### config.mk
export PLATFORM = sky130hd
export DESIGN_NAME = timer0_ext_clock_prescaler
export DESIGN_NICKNAME = d
export VERILOG_FILES = /design/src/rtl/prescaler_counter.v /design/src/rtl/timer0_ext_clock_prescaler.v
export VERILOG_INCLUDE_DIRS = /design/src /design/src/rtl
export SDC_FILE = /design/constraint.sdc
export NUM_CORES = 1
export LEC_CHECK = 0
export BUFFER_PORTS_ARGS = -buffer_cell sky130_fd_sc_hd__buf_2
export CAP_MARGIN = 20
export CORE_UTILIZATION = 51
export CTS_CLUSTER_SIZE = 25
export DETAILED_ROUTE_END_ITERATION = 7
export PLACE_DENSITY = 0.77
export SLEW_MARGIN = 0
export SYNTH_ARGS = -nofsm -noshare
export SYNTH_HDL_FRONTEND = slang
export SYNTH_SLANG_ARGS = --single-unit
### constraint.sdc
create_clock -name hclk -period 3 [get_ports hclk]
set_input_delay 0.6 -clock hclk [delete_from_list [all_inputs] [get_ports hclk]]
set_output_delay 0.6 -clock hclk [all_outputs]
set_load 0.02 [all_outputs]
### src/rtl/timer0_regs.vh
`ifndef TIMER0_REGS_VH
`define TIMER0_REGS_VH

// ==========================================================
// Register indices (byte address = index * 4)
`define IDX_TIMER_COUNT 8'h01
`define IDX_INTERRUPT_CONTROL 8'h0b
`define IDX_OPTION_CONFIG 8'h81
`define IDX_PORT_A_DIRECTION 8'h85
`define IDX_WATCHDOG_CLEAR 8'h04

// ==========================================================
// Reset values
`define RST_TIMER_COUNT 8'h00
`define RST_INTERRUPT_CONTROL 8'h00
`define RST_OPTION_CONFIG 8'hff
`define RST_PORT_A_DIRECTION 8'h3f
`define MASK_PORT_A_DIRECTION 8'h3f

// ==========================================================
// Field positions
`define OPT_RATIO_LSB 0
`define OPT_RATIO_MSB 2
`define OPT_ASSIGN_BIT 3
`define OPT_EDGE_BIT 4
`define OPT_SOURCE_BIT 5
`define INTC_OVF_FLAG_BIT 2

// ==========================================================
// Timing
`define PHASES_PER_INSTR 4'h4
`define INHIBIT_INSTR 4'h2
`define INHIBIT_CYC (`PHASES_PER_INSTR * `INHIBIT_INSTR)

// ==========================================================
// AHB encodings
`define HTRANS_NONSEQ_BIT 1
`define HRESP_OKAY 1'b0

`endif

### src/rtl/prescaler_counter.v
`timescale 1ns/10ps

// ==========================================================
// Shared 8-bit prescaler count, hidden from software
module prescaler_counter
(
    input wire hclk,
    input wire hresetn,
    input wire clr,
    input wire inc,
    output reg [7:0] cnt_q
);

    wire [7:0] cnt_d;

    // Clear beats a coincident count so a cleared prescaler starts at zero
    assign cnt_d = clr ? 8'h00 : (inc ? cnt_q + 8'h01 : cnt_q);

    always @(posedge hclk or negedge hresetn)
    begin
        if (!hresetn)
        begin
            cnt_q <= 8'h00;
        end
        else
        begin
            cnt_q <= cnt_d;
        end
    end

endmodule // prescaler_counter

### src/rtl/timer0_ext_clock_prescaler.v
// How it works
// - Without prescaler, sample the count input on phase two and four.
// - With prescaler, divide input by a counter ahead of the sampler.
// - In counter mode, timer increments only after the sampled level is seen rising.
// - One 8-bit counter serves timer or watchdog, never both.
// - Option bits three to zero pick assignment and ratio.
// - Timer count write clears prescaler while assigned to timer.
// - Watchdog clear resets watchdog and prescaler when assigned there.
// - Prescaler count is not visible to software at all.
// - Timer count write leaves the assignment bit untouched.
// - Assignment may change at any time without stopping anything.
// - Assignment bit clear routes to timer, set routes to watchdog.
// - Timer count write inhibits increments for two instruction cycles.
// - Edge select clear counts rising edges, set counts falling.
// - Overflow from ff to 00 sets a sticky flag until cleared.
`timescale 1ns/10ps
`include "timer0_regs.vh"

module timer0_ext_clock_prescaler
(
    input wire hclk,
    input wire hresetn,
    input wire hsel,
    input wire [31:0] haddr,
    input wire [1:0] htrans,
    input wire hwrite,
    input wire [2:0] hsize,
    input wire [31:0] hwdata,
    input wire hready,
    output reg [31:0] hrdata,
    output reg hreadyout,
    output reg hresp,
    input wire ext_count_input_pin,
    input wire wdt_tick,
    output reg wdt_clear_q,
    output reg wdt_timeout_q,
    output reg [7:0] interrupt_control_q,
    output reg [7:0] port_a_direction_q
);

    // ==========================================================
    // Instruction phase ring, one-hot
    localparam [3:0] PH_ONE = 4'h1;
    localparam [3:0] PH_TWO = 4'h2;
    localparam [3:0] PH_THREE = 4'h4;
    localparam [3:0] PH_FOUR = 4'h8;
    localparam [3:0] INHIBIT_LOAD = `INHIBIT_CYC;

    reg [3:0] phase_q;
    reg [3:0] phase_d;
    wire phase_clock_two;
    wire phase_clock_four;

    always @*
    begin
        case (phase_q)
            PH_ONE: phase_d = PH_TWO;
            PH_TWO: phase_d = PH_THREE;
            PH_THREE: phase_d = PH_FOUR;
            PH_FOUR: phase_d = PH_ONE;
            default: phase_d = PH_ONE;
        endcase
    end

    always @(posedge hclk or negedge hresetn)
    begin
        if (!hresetn)
        begin
            phase_q <= PH_ONE;
        end
        else
        begin
            phase_q <= phase_d;
        end
    end

    assign phase_clock_two = (phase_q == PH_TWO);
    assign phase_clock_four = (phase_q == PH_FOUR);

    // ==========================================================
    // Registers
    reg [7:0] timer_count_q;
    reg [7:0] option_config_q;
    wire [2:0] prescale_ratio_field;
    wire prescaler_assign_select;
    wire source_edge_select;
    wire count_source_select;

    assign prescale_ratio_field =
        option_config_q[`OPT_RATIO_MSB:`OPT_RATIO_LSB];
    assign prescaler_assign_select = option_config_q[`OPT_ASSIGN_BIT];
    assign source_edge_select = option_config_q[`OPT_EDGE_BIT];
    assign count_source_select = option_config_q[`OPT_SOURCE_BIT];

    // ==========================================================
    // AHB-Lite slave
    reg wr_pend_q;
    reg rd_pend_q;
    reg [7:0] idx_q;
    reg idx_ok_q;
    wire take;
    wire addr_ok;
    wire wr_timer;
    wire wr_intc;
    wire wr_option;
    wire wr_porta;
    wire wdt_clear_instr;
    reg [7:0] rd_mux;

    // Unaligned or out-of-range addresses read zero and drop writes
    assign addr_ok = (haddr[31:10] == 22'h000000) && (haddr[1:0] == 2'h0);
    assign take = hsel && hready && htrans[`HTRANS_NONSEQ_BIT];

    always @(posedge hclk or negedge hresetn)
    begin
        if (!hresetn)
        begin
            wr_pend_q <= 1'b0;
            rd_pend_q <= 1'b0;
            idx_q <= 8'h00;
            idx_ok_q <= 1'b0;
        end
        else
        begin
            wr_pend_q <= take && hwrite;
            rd_pend_q <= take && !hwrite;
            if (take)
            begin
                idx_q <= haddr[9:2];
                idx_ok_q <= addr_ok;
            end
        end
    end

    assign wr_timer = wr_pend_q && idx_ok_q && (idx_q == `IDX_TIMER_COUNT);
    assign wr_intc = wr_pend_q && idx_ok_q &&
        (idx_q == `IDX_INTERRUPT_CONTROL);
    assign wr_option = wr_pend_q && idx_ok_q && (idx_q == `IDX_OPTION_CONFIG);
    assign wr_porta = wr_pend_q && idx_ok_q &&
        (idx_q == `IDX_PORT_A_DIRECTION);
    assign wdt_clear_instr = wr_pend_q && idx_ok_q &&
        (idx_q == `IDX_WATCHDOG_CLEAR);

    // Prescaler count has no address of its own
    always @*
    begin
        rd_mux = 8'h00;
        if (idx_ok_q)
        begin
            case (idx_q)
                `IDX_TIMER_COUNT: rd_mux = timer_count_q;
                `IDX_INTERRUPT_CONTROL: rd_mux = interrupt_control_q;
                `IDX_OPTION_CONFIG: rd_mux = option_config_q;
                `IDX_PORT_A_DIRECTION: rd_mux = port_a_direction_q;
                default: rd_mux = 8'h00;
            endcase
        end
    end

    // Reads take one wait state so a write just before is seen
    always @(posedge hclk or negedge hresetn)
    begin
        if (!hresetn)
        begin
            hreadyout <= 1'b1;
            hrdata <= 32'h00000000;
            hresp <= `HRESP_OKAY;
        end
        else
        begin
            hresp <= `HRESP_OKAY;
            if (take && !hwrite)
            begin
                hreadyout <= 1'b0;
            end
            else if (rd_pend_q)
            begin
                hreadyout <= 1'b1;
                hrdata <= {24'h000000, rd_mux};
            end
        end
    end

    // ==========================================================
    // Count input synchroniser and edge select
    reg pin_meta_q;
    reg pin_sync_q;
    reg ext_prev_q;
    wire ext_lvl;
    wire ext_rise;

    always @(posedge hclk or negedge hresetn)
    begin
        if (!hresetn)
        begin
            pin_meta_q <= 1'b0;
            pin_sync_q <= 1'b0;
            // Reset option inverts the low pin, so idle level is high
            ext_prev_q <= 1'b1;
        end
        else
        begin
            pin_meta_q <= ext_count_input_pin;
            pin_sync_q <= pin_meta_q;
            ext_prev_q <= ext_lvl;
        end
    end

    // Inverted level makes a falling pin edge look rising
    assign ext_lvl = pin_sync_q ^ source_edge_select;
    assign ext_rise = ext_lvl && !ext_prev_q;

    // ==========================================================
    // Shared prescaler
    wire [7:0] pre_cnt;
    wire pre_inc;
    wire pre_clr;

    // Only one consumer feeds the counter at a time
    assign pre_inc = prescaler_assign_select ? wdt_tick :
        (count_source_select ? ext_rise : phase_clock_four);
    assign pre_clr = (wr_timer && !prescaler_assign_select) ||
        (wdt_clear_instr && prescaler_assign_select);

    prescaler_counter u_prescaler
    (
        .hclk(hclk),
        .hresetn(hresetn),
        .clr(pre_clr),
        .inc(pre_inc),
        .cnt_q(pre_cnt)
    );

    // ==========================================================
    // Timer source and phase sampling
    reg samp_q;
    reg samp_prev_q;
    reg pre_prev_q;
    wire pre_out;
    wire src_lvl;
    wire samp_rise;
    wire pre_rise;
    wire timer_tick;

    // Bit n toggles every 2^n counts, so its rise divides by 2^(n+1)
    assign pre_out = pre_cnt[prescale_ratio_field];
    assign src_lvl = prescaler_assign_select ? ext_lvl : pre_out;

    always @(posedge hclk or negedge hresetn)
    begin
        if (!hresetn)
        begin
            // Start at the post-reset level, else a false count follows
            samp_q <= 1'b1;
            samp_prev_q <= 1'b1;
            pre_prev_q <= 1'b0;
        end
        else
        begin
            if (phase_clock_two || phase_clock_four)
            begin
                samp_q <= src_lvl;
            end
            samp_prev_q <= samp_q;
            pre_prev_q <= pre_out;
        end
    end

    assign samp_rise = samp_q && !samp_prev_q;
    assign pre_rise = pre_out && !pre_prev_q;
    assign timer_tick = count_source_select ? samp_rise :
        (prescaler_assign_select ? phase_clock_four : pre_rise);

    // ==========================================================
    // Timer count, write inhibit and overflow
    reg [3:0] inhibit_q;
    wire inc_ok;
    wire overflow;

    always @(posedge hclk or negedge hresetn)
    begin
        if (!hresetn)
        begin
            inhibit_q <= 4'h0;
        end
        else if (wr_timer)
        begin
            inhibit_q <= INHIBIT_LOAD;
        end
        else if (inhibit_q != 4'h0)
        begin
            inhibit_q <= inhibit_q - 4'h1;
        end
    end

    assign inc_ok = timer_tick && (inhibit_q == 4'h0) && !wr_timer;
    assign overflow = inc_ok && (timer_count_q == 8'hff);

    always @(posedge hclk or negedge hresetn)
    begin
        if (!hresetn)
        begin
            timer_count_q <= `RST_TIMER_COUNT;
        end
        else if (wr_timer)
        begin
            timer_count_q <= hwdata[7:0];
        end
        else if (inc_ok)
        begin
            timer_count_q <= timer_count_q + 8'h01;
        end
    end

    // Overflow set wins over a software clear in the same cycle
    always @(posedge hclk or negedge hresetn)
    begin
        if (!hresetn)
        begin
            interrupt_control_q <= `RST_INTERRUPT_CONTROL;
        end
        else if (wr_intc)
        begin
            interrupt_control_q <= hwdata[7:0];
            if (overflow)
            begin
                interrupt_control_q[`INTC_OVF_FLAG_BIT] <= 1'b1;
            end
        end
        else if (overflow)
        begin
            interrupt_control_q[`INTC_OVF_FLAG_BIT] <= 1'b1;
        end
    end

    // Option changes apply at once, nothing is halted
    always @(posedge hclk or negedge hresetn)
    begin
        if (!hresetn)
        begin
            option_config_q <= `RST_OPTION_CONFIG;
            port_a_direction_q <= `RST_PORT_A_DIRECTION;
        end
        else
        begin
            if (wr_option)
            begin
                option_config_q <= hwdata[7:0];
            end
            if (wr_porta)
            begin
                port_a_direction_q <= hwdata[7:0] & `MASK_PORT_A_DIRECTION;
            end
        end
    end

    // ==========================================================
    // Watchdog postscaler
    reg wdt_prev_q;
    wire [2:0] wdt_bit;
    wire wdt_out;
    wire wdt_rise;
    wire wdt_fire;

    // Ratio n>0 divides by 2^n; the timer side then runs undivided
    assign wdt_bit = prescale_ratio_field - 3'h1;
    assign wdt_out = pre_cnt[wdt_bit];
    assign wdt_rise = wdt_out && !wdt_prev_q;
    assign wdt_fire = (!prescaler_assign_select ||
        (prescale_ratio_field == 3'h0)) ? wdt_tick : wdt_rise;

    always @(posedge hclk or negedge hresetn)
    begin
        if (!hresetn)
        begin
            wdt_prev_q <= 1'b0;
            wdt_clear_q <= 1'b0;
            wdt_timeout_q <= 1'b0;
        end
        else
        begin
            wdt_prev_q <= wdt_out;
            wdt_clear_q <= wdt_clear_instr;
            wdt_timeout_q <= wdt_fire && !wdt_clear_instr;
        end
    end

endmodule // timer0_ext_clock_prescaler

==> metrics.cfg <==
[status]
status = finished, final reports clean

[worst_setup_path]
worst_path_max_delay_cell = dfstp_2
rrSetupSlack_ns = 0.62
crit_type = flop to flop
reg2regPathDepth = 5
slowest_delay_ns = 0.64
crit_fanout = 11
cp-start-kind = flop
cp_cell_sequence = mux2_2, mux4_2, a22oi_2, or3_2, a31oi_1
cp-end-kind = flop
crit_buf_inv = 0
arrival_ns = 2.59
worstReg2RegStart = option_config_q[0]
cp_top_family = multiplexers
worstReg2RegEnd = timer_count_q[3]
worstPathRequired_ns = 3.21

[sta]
hold_ws_ns = 0.311
fin_worst_skew_ns = 0.0120
setup_violations = 0
max_freq_mhz = 420
min_period_ns = 2.38
tightestPinTransition_ns = 0.745
maxSlewHeadroom_pct = 50.4
final_max_slew_viol_count = 0
rsz0062_at_grt = false
fin_ws_ns = 0.617
finalSetupTns_ns = 0
min_period_over_period_pct = 79.4
final_hold_viol_count = 0

[floorplan]
die_h_um = 89.9
die_area_mm2 = 0.00808
core_mm2 = 0.00737
num_rows = 31
start_util_pct = 53.5
ioPinCount = 128
die_w_um = 89.9

[place]
io_buffer_count = 72
dp_hpwl_um = 6370
place_ws_ns = 0.646
placedCellCount = 530
place_congestion = 0.895

[logic_synthesis]
syn_area_per_cell_um2 = 10.7
postSynth.asyncResetShare_pct = 100
synthesis.area_mm2 = 0.00394
ys_ff_latch = 75
yosysWarnings = 0
synth_edf_count = 0
yosys.area.top_type_share_pct = 35.6
synth_top_area_cell = dfrtp_1
synth_cell_types = 51
ys.flop_type = dfrtp_1
synth_cells = 368
synth_area_leaders = dfrtp_1, dfstp_2, mux2_2
yosysSeqAreaShare_pct = 48.2

[global_routing]
grt_pass1_wl_um = 14600
grt_pass1_vias = 3097
gr-total-overflow = 0
antenna_found_initial = 0
grt_start_max_net_pins = 45
grtUsageTotal_pct = 22.5

[cells_and_area]
fill_cells = 598
post_route_cells_drive_above_1_share_pct = 34.7
areaGrowthSynthToFinish_pct = 15.1
final_nets = 524
antenna_cells = 0
finalNonFillerCells = 546

[cts]
cts_tree = built
post_cts_buffers = 0
cts.sinks = 75
clockRootBuffer = clkbuf_8
cts_max_path_buffers = 2
cts_buffers = 9
clk_pin_slew_ns = 0.08
post_cts_resized = 0
h-tree-depth = 3
insertion_delay_ns = 0.35
cts-hold-fix-buffers = 0

[route]
vias = 3101
firstDrtPassIters = 4
wire_per_inst_um = 15.9
via_per_inst = 5.68
drc_errors = 0
routed_wirelength_um = 8690
final_antenna_net_count = 0
first_iter_violations = 174

[pwr]
p_per_area_mw_per_mm2 = 634
leakagePower_uw = 0.00209
ir_drop_mv = 0.324

[run]
cap_violations = 0

[min_path]
hold_path.class = primary input to asynchronous set/reset pin

## worst register-to-register path, delay by kind of cell, from the launching register on
| kind | cells | cell delay [ns] |
|---|---|---|
| muxes | 2 | 0.89 |
| DFF | 1 | 0.64 |
| AOI/OAI and AO/OA | 2 | 0.52 |
| and+or+nand+nor | 1 | 0.20 |
## cells by family (layout without fill, tap and decap cells)
family | count (synthesis) | after routing | synth area share [%]
AO/OA/AOI/OAI | 60 | 60 | 11.0
other | 1 | 27 | 0.0951
AND/OR/NAND/NOR | 119 | 119 | 15.5
multiplexers | 41 | 41 | 12.3
adder cells (fa/ha/maj) | 6 | 6 | 1.90
XOR/XNOR | 13 | 13 | 2.89
buffers and inverters | 53 | 106 | 8.13
flip-flops | 75 | 75 | 48.2
## power breakdown
group / total [uW] / switching (uW) / internal, uW
combinational: 617 / 331 / 286
clock: 880 / 384 / 496
sequential: 1380 / 203 / 1170
## layer usage
metal	wire, um	GRT usage, %	up-vias	share of wire, %
li1	-	-	1422	-
met1	3650	28.0	1526	42
met2	4350	37.9	136	50
met3	530	6.35	17	6.1
met4	167	7.66	0	1.9
met5	0	0	-	0
## flip-flops by register name (all words and copies together) (netlist names), 4 cells and up
name and cells:
timer_count_q 8, option_config_q 8, interrupt_control_q 8, port_a_direction_q 6, u_prescaler.cnt_q 8, inhibit_q 4, idx_q 8, hrdata 8
phase_q 4
## area by class of cell
type / instances / area, um2 / area share, %
Tap cell: 99 / 124 / 2.73
Sequential cell: 75 / 1900 / 41.9
Clock buffer: 11 / 141 / 3.12
Multi-Input combinational cell: 266 / 1820 / 40.1
Clock inverter: 5 / 85.1 / 1.88
Timing Repair Buffer: 79 / 425 / 9.38
Inverter: 11 / 41.3 / 0.910
## layout by cell type (no fill, tap or decap), types with 2 or more instances in the layout
cell       count
nand4_1        6
ha_1           6
a21o_1         2
nor2b_1        3
dfstp_2       19
o22ai_1        3
or2_2          2
nor3_1         9
buf_2         72
o211ai_1       2
mux4_2         3
a211oi_1       3
o21ai_0       10
inv_1         11
nand2b_1       3
xnor2_1        7
nor4b_1        4
a22oi_1        3
conb_1        27
a22oi_2        2
bufinv_16      2
nor3b_1        3
mux2i_1        7
xor2_1         6
a21oi_1       10
o31ai_1        3
or4_1          4
nand3_1       14
a31oi_1        3
clkbuf_8      10
a221o_1        4
nand2_1       23
nor2_1        33
a22o_1         8
dfrtp_1       56
mux2_2        31
nor4_1         9
buf_4          6
## synth_stat cells (6+ instances only)
master and n:
dfrtp_1 56, nor2_1 33, mux2_2 31, buf_4 27
nand2_1 23, dfstp_2 19, nand3_1 14, inv_1 11
a21oi_1 10, o21ai_0 10, clkbuf_1 9, nor3_1 9
nor4_1 9, a22o_1 8, mux2i_1 7, xnor2_1 7
ha_1 6, nand4_1 6, xor2_1 6
## worst max-delay path by stage
stage | from | depth (start not counted) | end | slack (ns)
CTS | option_config_q[0] | 5 | timer_count_q[3] | 0.63
finish | option_config_q[0] | 5 | timer_count_q[3] | 0.62
global placement | option_config_q[0] | 5 | timer_count_q[3] | 0.70
global route | inhibit_q[0] | 7 | timer_count_q[4] | 0.43
detailed placement | option_config_q[0] | 5 | timer_count_q[3] | 0.65
floorplan | inhibit_q[0] | 9 | timer_count_q[7] | 0.84
## per-stage QoR
stage / area (um2) / power (uW) / util (%)
after floorplan: 4040 / 1830 / -
after global placement: 4310 / 1950 / 58.5
after detailed placement: 4310 / 1990 / 58.5
after CTS: 4540 / 2870 / 61.5
after global routing: 4540 / 3000 / 61.5
final: 4540 / 2870 / 61.5
Note: power is estimated with default switching activity, not from simulation.
